File: config.mk
export PLATFORM = sky130hd
export DESIGN_NAME = csl_lock
export DESIGN_NICKNAME = d
export VERILOG_FILES = /design/src/inc/csl_pkg.sv /design/src/hdl/csl_key_mem.sv /design/src/hdl/csl_lock.sv
export SDC_FILE = /design/constraint.sdc
export NUM_CORES = 1
export LEC_CHECK = 0
export BUFFER_PORTS_ARGS = -buffer_cell sky130_fd_sc_hd__buf_2
export CAP_MARGIN = 20
export CORE_MARGIN = 2
export CORE_UTILIZATION = 51
export CTS_CLUSTER_DIAMETER = 200
export CTS_CLUSTER_SIZE = 24
export DETAILED_ROUTE_END_ITERATION = 10
export PLACE_DENSITY = 0.76
export SETUP_SLACK_MARGIN = 0.4
export SLEW_MARGIN = 20
export SYNTH_ARGS = -nofsm -noshare
export SYNTH_HDL_FRONTEND = slang
export SYNTH_HIERARCHICAL = 1
export SYNTH_SLANG_ARGS = --single-unit
File: constraint.sdc
create_clock -name clock_i -period 2.05 [get_ports clock_i]
set_input_delay 0.1025 -clock clock_i [delete_from_list [all_inputs] [get_ports clock_i]]
set_output_delay 0.1025 -clock clock_i [all_outputs]
set_load 0.05 [all_outputs]
File: src/inc/csl_pkg.sv
// Constants, address map and enumerations of the code security lock
`default_nettype none
package csl_pkg;
   localparam int          ADDR_W      = 22;
   localparam int          DATA_W      = 16;
   localparam int          KEY_WORDS   = 8;
   localparam int          IDX_W       = 3;
   // Password words in flash
   localparam logic [21:0] PWD_FIRST   = 22'h3f7ff8;
   localparam logic [21:0] PWD_LAST    = 22'h3f7fff;
   // One-time-programmable block, 1K words
   localparam logic [21:0] OTP_FIRST   = 22'h3d7800;
   localparam logic [21:0] OTP_LAST    = 22'h3d7bff;
   // Flash array and the two low single-access RAM blocks
   localparam logic [21:0] FLASH_FIRST = 22'h3d8000;
   localparam logic [21:0] FLASH_LAST  = 22'h3f7fff;
   localparam logic [21:0] LSB0_FIRST  = 22'h008000;
   localparam logic [21:0] LSB0_LAST   = 22'h008fff;
   localparam logic [21:0] LSB1_FIRST  = 22'h009000;
   localparam logic [21:0] LSB1_LAST   = 22'h009fff;
   // Fixed password read timing, in wait-state cycles
   localparam logic [4:0]  PWD_WAIT    = 5'h10;
   localparam logic [4:0]  CNT_RESET   = 5'h00;
   localparam logic [2:0]  IDX_RESET   = 3'h0;
   localparam logic [15:0] WORD_ZERO   = 16'h0000;

   typedef enum logic [1:0] {
      CSL_SRC_CPU,
      CSL_SRC_DEBUG,
      CSL_SRC_EXTERN,
      CSL_SRC_BOOT
   } csl_src_t;

   typedef enum logic [1:0] {
      CSL_IDLE,
      CSL_FETCH
   } csl_state_t;
endpackage : csl_pkg
`default_nettype wire

File: src/hdl/csl_key_mem.sv
// Eight-word key store with registered read data
`default_nettype none
module csl_key_mem (
   // Clock and reset
   input  wire logic                         clock_i,
   input  wire logic                         nrst_i,
   // Write port
   input  wire logic                         wr_i,
   input  wire logic [csl_pkg::IDX_W-1:0]    wr_addr_i,
   input  wire logic [csl_pkg::DATA_W-1:0]   wr_data_i,
   // Read port
   input  wire logic [csl_pkg::IDX_W-1:0]    rd_addr_i,
   output logic      [csl_pkg::DATA_W-1:0]   rd_data_o
);
   import csl_pkg::*;

   logic [DATA_W-1:0] mem [KEY_WORDS];

   // Cleared on reset so a stale key never survives into a new session
   always_ff @(posedge clock_i) begin
      if (!nrst_i) begin
         for (int i = 0; i < KEY_WORDS; i++) begin
            mem[i] <= WORD_ZERO;
         end
         rd_data_o <= WORD_ZERO;
      end else begin
         if (wr_i) begin
            mem[wr_addr_i] <= wr_data_i;
         end
         rd_data_o <= mem[rd_addr_i];
      end
   end
endmodule : csl_key_mem
`default_nettype wire

File: src/hdl/csl_lock.sv
// Code security lock: key compare against flash password and secure-access guard
//
// What this block does
// Password is eight flash words from 0x3F7FF8 to 0x3F7FFF.
// Password words are read with a fixed 16 wait-state timing.
// One guard checks every flash, OTP and low RAM block access.
// OTP block is 1K words from 0x3D7800 to 0x3D7BFF, secure.
// Locked: debug port reads of secure memory return no contents.
// Locked: external-code or boot-loader reads of secure memory are refused.
// Full 128-bit key must equal stored password to unlock.
// All-zero password is a permanent lock; no key opens it.
// Key words arrive through the peripheral frame zero write strobe.
// Reset leaves the block locked until a matching compare completes.
`default_nettype none
module csl_lock (
   // Clock and reset
   input  wire logic                         clock_i,
   input  wire logic                         nrst_i,
   // Key write strobe
   input  wire logic                         key_wr_i,
   input  wire logic [csl_pkg::IDX_W-1:0]    key_idx_i,
   input  wire logic [csl_pkg::DATA_W-1:0]   key_data_i,
   // Unlock control and status
   input  wire logic                         unlock_req_i,
   output logic                              busy_o,
   output logic                              unlocked_o,
   // Password read from flash
   output logic                              pwd_rd_o,
   output logic      [csl_pkg::ADDR_W-1:0]   pwd_addr_o,
   input  wire logic [csl_pkg::DATA_W-1:0]   pwd_data_i,
   // Memory access check
   input  wire logic                         acc_valid_i,
   input  wire logic [csl_pkg::ADDR_W-1:0]   acc_addr_i,
   input  wire csl_pkg::csl_src_t            acc_src_i,
   input  wire logic [csl_pkg::DATA_W-1:0]   mem_data_i,
   output logic                              acc_ok_o,
   output logic                              acc_deny_o,
   output logic      [csl_pkg::DATA_W-1:0]   acc_data_o
);
   import csl_pkg::*;

   csl_state_t        state;
   csl_state_t        next_state;
   logic [IDX_W-1:0]  idx;
   logic [IDX_W-1:0]  next_idx;
   logic [4:0]        cnt;
   logic [4:0]        next_cnt;
   logic              match;
   logic              next_match;
   logic              nonzero;
   logic              next_nonzero;
   logic              unlocked;
   logic              next_unlocked;
   logic [DATA_W-1:0] key_word;
   logic              sample;
   logic              fin;
   logic              fin_ok;

   csl_key_mem u_key_mem (
      .clock_i   (clock_i),
      .nrst_i    (nrst_i),
      .wr_i      (key_wr_i),
      .wr_addr_i (key_idx_i),
      .wr_data_i (key_data_i),
      .rd_addr_i (idx),
      .rd_data_o (key_word)
   );

   assign sample = (state == CSL_FETCH) && (cnt == PWD_WAIT);
   assign fin    = sample && (idx == IDX_W'(KEY_WORDS - 1));
   assign fin_ok = fin && match && (pwd_data_i == key_word)
                   && (nonzero || (pwd_data_i != WORD_ZERO));

   // Compare sequencer
   always_comb begin
      next_state    = state;
      next_idx      = idx;
      next_cnt      = cnt;
      next_match    = match;
      next_nonzero  = nonzero;
      next_unlocked = unlocked;
      case (state)
         CSL_IDLE: begin
            if (unlock_req_i) begin
               next_state    = CSL_FETCH;
               next_idx      = IDX_RESET;
               next_cnt      = CNT_RESET;
               next_match    = 1'b1;
               next_nonzero  = 1'b0;
               next_unlocked = 1'b0;
            end
         end
         CSL_FETCH: begin
            next_unlocked = 1'b0;
            if (sample) begin
               next_cnt     = CNT_RESET;
               next_idx     = idx + IDX_W'(1);
               next_match   = match && (pwd_data_i == key_word);
               next_nonzero = nonzero || (pwd_data_i != WORD_ZERO);
               if (fin) begin
                  next_state    = CSL_IDLE;
                  next_unlocked = fin_ok;
               end
            end else begin
               next_cnt = cnt + 5'h01;
            end
         end
         default: begin
            next_state    = CSL_IDLE;
            next_unlocked = 1'b0;
         end
      endcase
      // A fresh key invalidates any earlier grant
      if (key_wr_i) begin
         next_unlocked = 1'b0;
      end
   end

   always_ff @(posedge clock_i) begin
      if (!nrst_i) begin
         state    <= CSL_IDLE;
         idx      <= IDX_RESET;
         cnt      <= CNT_RESET;
         match    <= 1'b0;
         nonzero  <= 1'b0;
         unlocked <= 1'b0;
      end else begin
         state    <= next_state;
         idx      <= next_idx;
         cnt      <= next_cnt;
         match    <= next_match;
         nonzero  <= next_nonzero;
         unlocked <= next_unlocked;
      end
   end

   assign busy_o     = (state == CSL_FETCH);
   assign unlocked_o = unlocked;
   assign pwd_rd_o   = (state == CSL_FETCH);
   assign pwd_addr_o = PWD_FIRST + ADDR_W'(idx);

   // Access guard
   logic              in_otp;
   logic              in_flash;
   logic              in_lsb0;
   logic              in_lsb1;
   logic              secure;
   logic              refuse;
   logic              next_ok;
   logic              next_deny;
   logic [DATA_W-1:0] next_data;

   always_comb begin
      in_otp    = (acc_addr_i >= OTP_FIRST) && (acc_addr_i <= OTP_LAST);
      in_flash  = (acc_addr_i >= FLASH_FIRST) && (acc_addr_i <= FLASH_LAST);
      in_lsb0   = (acc_addr_i >= LSB0_FIRST) && (acc_addr_i <= LSB0_LAST);
      in_lsb1   = (acc_addr_i >= LSB1_FIRST) && (acc_addr_i <= LSB1_LAST);
      secure    = in_otp || in_flash || in_lsb0 || in_lsb1;
      // Code running inside secure memory may always read it
      refuse    = secure && !unlocked && (acc_src_i != CSL_SRC_CPU);
      next_ok   = acc_valid_i && !refuse;
      next_deny = acc_valid_i && refuse;
      // Refused reads return zero so no stored bit leaks
      next_data = next_ok ? mem_data_i : WORD_ZERO;
   end

   always_ff @(posedge clock_i) begin
      if (!nrst_i) begin
         acc_ok_o   <= 1'b0;
         acc_deny_o <= 1'b0;
         acc_data_o <= WORD_ZERO;
      end else begin
         acc_ok_o   <= next_ok;
         acc_deny_o <= next_deny;
         acc_data_o <= next_data;
      end
   end
endmodule : csl_lock
`default_nettype wire

==> results.md <==
- Outcome: completed
- Post-DR vias/cell: 5.39
- Number of sinks driven by the clock tree: 174
- Mean routed wirelength per cell: about 19 microns
- Number of clock buffers inserted by TritonCTS: 17
- Number of inserted diodes: 0
- Core box area: roughly 0.015 sq mm
- Count of flip-flops with a built-in enable after synthesis: between 100 and 150
- Worst VDD drop: just under 600 uV
- Clock tree from TritonCTS: yes
- Kind of cell adding the most delay to the critical path: flip-flops
- Via count of the first global-routing pass: between 5k and 6k
- Final Hold Violating Endpoints: 0
- Top flip-flop cell by instance count after synthesis: edfxtp_1
- Async set-or-reset flop fraction in the synthesized netlist: 0
- Register bit count reported by yosys: 174
- Static power due to leakage: approximately 3.6 nW
- Number of nets with antenna violations after detailed routing: 0
- DR iter-0 viols: roughly 380
- Insertion delay to the later sink of the worst-skew pair: 0.42 ns
- Setup repair after global routing missed its margin: false
- CP endpoint kind: register
- Maximum fanout encountered on the critical timing path: 24
- Full die area: 0.0168 sq mm
- Total iterations of the first detailed-routing run: 5
- Smallest setup slack after layout: 0.457 ns
- Relative area change from synthesis to final layout: 18.4%
- Worst-Margin Slew: approximately 0.73 ns
- Number of cell rows: 45
- Die extent in x: roughly 130 microns
- Max Cap Viol: 0
- Number of buffers and inverters on the critical path: 2
- Gr usage total: 0.222
- Number of input and output port buffers inserted: 103
- Total number of nets in the final design: 807
- Initial core utilization: 0.525
- Total negative setup slack: 0 ns
- Initial antenna violation count: 0
- Buffers from clock root to sink, at most: 2
- Final Max Tran Viols: 0
- Yosys synthesis warning count: 6
- Area taken by flip-flops and latches: 0.00477 sq mm
- Routability congestion estimate: roughly 0.79
- Total congestion overflow after global routing: 0
- Launching element type of the critical path: register
- Syn Std Cell Area: ~0.008 sq mm
- Clk Tree Root Cell: clkbuf_16
- Cell-by-cell listing of the critical path: buf_12, mux4_2, inv_1, a221oi_1
- DP HPWL: about 12 mm
- Clock skew: a little over 0.01 ns
- Slew Limit Headroom: 0.513
- Maximum number of pins on one net before global-route repair: 34
- Cell count after synthesis: around 600
- Global-route wire length before repair: approximately 28 mm
- Count of fill cells added during filler insertion: ~1.2k
- Tmin final: about 1.6 ns
- Die height: between 100 and 150 microns
- Share of final-layout standard cells stronger than drive strength 1: 0.303
- Post-Syn Area per Cell: between 10 and 15 sq um
- Worst EP required: about 2.3 ns
- Synth unique cells: between 50 and 60
- H-tree depth: 4
- Path type of the worst min-delay path: in -> reg
- Final worst-path cycle share: 0.777
- CP max stage cell: dfxtp_4
- Delay of the slowest cell on the worst path: 0.47 ns
- Data arrival time of the worst path: 1.86 ns
- Total vias in the final route: 5100
- Post-route DRC: 0
- # setup viols final: 0
- Sequential area share after synthesis: 0.592
- Top-level I/O count: roughly 120
- Combined area of the multi-input logic cells: slightly below 0.003 sq mm
- Clock transition at the registers of the reported paths: 0.07 ns
- Total power divided by cell area: 828 mW/mm^2
- Achievable frequency: between 600 and 700 MHz
- Total detailed-routing wirelength: 18.0 mm
- Path type of the worst setup path: reg -> reg
- Post-placement setup slack: approximately 0.39 ns
==> stage by stage <==
step	util	hold slack, ns	total power [W]	instance area (sq um)	instances
finish	0.622	0.0605	0.00789	9520	947
global route	0.622	0.0697	0.00814	9520	947
global placement	0.570	0.368	0.00471	8720	897
floorplan	-	0.251	0.00451	8110	612
detailed placement	0.570	0.374	0.00474	8720	897
CTS	0.620	0.0462	0.00792	9500	946
==> flip-flops by register name, indices dropped and copies added (netlist names) <==
register,cells
u_key_mem/mem,128
acc_data_o,16
u_key_mem/rd_data_o,16
cnt,5
idx,3
acc_deny_o,1
acc_ok_o,1
match,1
nonzero,1
state,1
unlocked_o,1
==> area by class of cell <==
class,instances,area share
inverters,19,0.00749
flip-flops and latches,174,0.501
well taps,211,0.0277
multi-input cells,371,0.309
repair buffers,140,0.0917
clock buffers,17,0.0447
clock inverters,15,0.0176
==> final timing paths <==
kind / start / cells past startpoint / end / slack (ns)
max: idx[2]$_SDFFE_PN0P_ / 4 / u_key_mem/rd_data_o[0]$_SDFF_PN0_ / 0.46
max reg2reg: idx[2]$_SDFFE_PN0P_ / 4 / u_key_mem/rd_data_o[0]$_SDFF_PN0_ / 0.46
min: key_data_i[0] / 2 / u_key_mem/mem[5][0]$_SDFFCE_PN0P_ / 0.06
min reg2reg: match$_SDFFE_PN0P_ / 2 / unlocked_o$_SDFFE_PP0P_ / 0.47
==> timing repair <==
item / in CTS / in global routing
gates cloned: 0 / 0
setup endpoints to repair: 7 / 20
hold buffers: 17 / 0
resized for setup: 5 / 2
buffers inserted: 0 / 1
hold endpoints to repair: 17 / 0
==> power by group <==
group / switching [W] / total [W] / internal [W]
Sequential: 0.0000703 / 0.00404 / 0.00397
Combinational: 0.000425 / 0.000653 / 0.000228
Clock: 0.00145 / 0.00319 / 0.00174
==> worst reg2reg max path, cell delays in order, from the launching register on <==
cell	delay [ns]
dfxtp_4	0.47
buf_12	0.23
mux4_2	0.23
inv_1	0.05
a221oi_1	0.47
==> per-layer routing <==
metal | wire (microns) | track usage | vias up
met5 | 0 | 0 | -
met4 | 272 | 0.0759 | 0
met3 | 1390 | 0.0545 | 22
met2 | 8620 | 0.364 | 220
met1 | 7730 | 0.292 | 2486
li1 | - | - | 2372
==> cell families (layout without fill, tap and decap cells) <==
logic type / after synthesis / after routing / share of synthesized area
other: 2 / 19 / 0.000934
muxes: 50 / 50 / 0.0899
and+or+nand+nor: 218 / 218 / 0.179
adders and majority gates: 4 / 4 / 0.00622
AOI/OAI and AO/OA: 62 / 62 / 0.0599
DFF: 174 / 174 / 0.592
xor gates and xnor gates: 18 / 18 / 0.0196
buffers and inverters: 67 / 191 / 0.0521
==> cell usage in the layout (no fill, tap or decap), types with 8 or more instances in the layout <==
cell type and instances:
a221oi_2 9, conb_1 19, and2_1 129, xor2_1 17
dlygate4sd3_1 17, inv_1 19, clkbuf_16 17, dfxtp_1 42
buf_4 17, buf_2 103, mux2_2 18, nor3b_1 22
o21ai_0 19, nor4_1 8, nor2b_1 9, edfxtp_1 128
mux4_2 16, mux2i_1 16
==> synth_stat cells (all sizes together) (2+ instances only) <==
cell	instances	share of area
a21boi	3	0.0028
a21oi	7	0.0044
a221oi	16	0.024
and2	129	0.10
buf	34	0.036
clkbuf	14	0.0076
conb	2	0.00093
dfxtp	46	0.11
edfxtp	128	0.48
ha	4	0.0062
inv	19	0.0089
mux2	18	0.025
mux2i	16	0.020
mux4	16	0.045
nand2	6	0.0028
nand2b	3	0.0023
nand3	6	0.0053
nand4	5	0.0039
nor2	14	0.011
nor2b	9	0.0070
nor3	4	0.0053
nor3b	22	0.021
nor4	8	0.0062
o21ai	25	0.016
or2b	2	0.0019
or3b	3	0.0033
xor2	17	0.019
No activity file was read; power rests on OpenSTA's default activity.
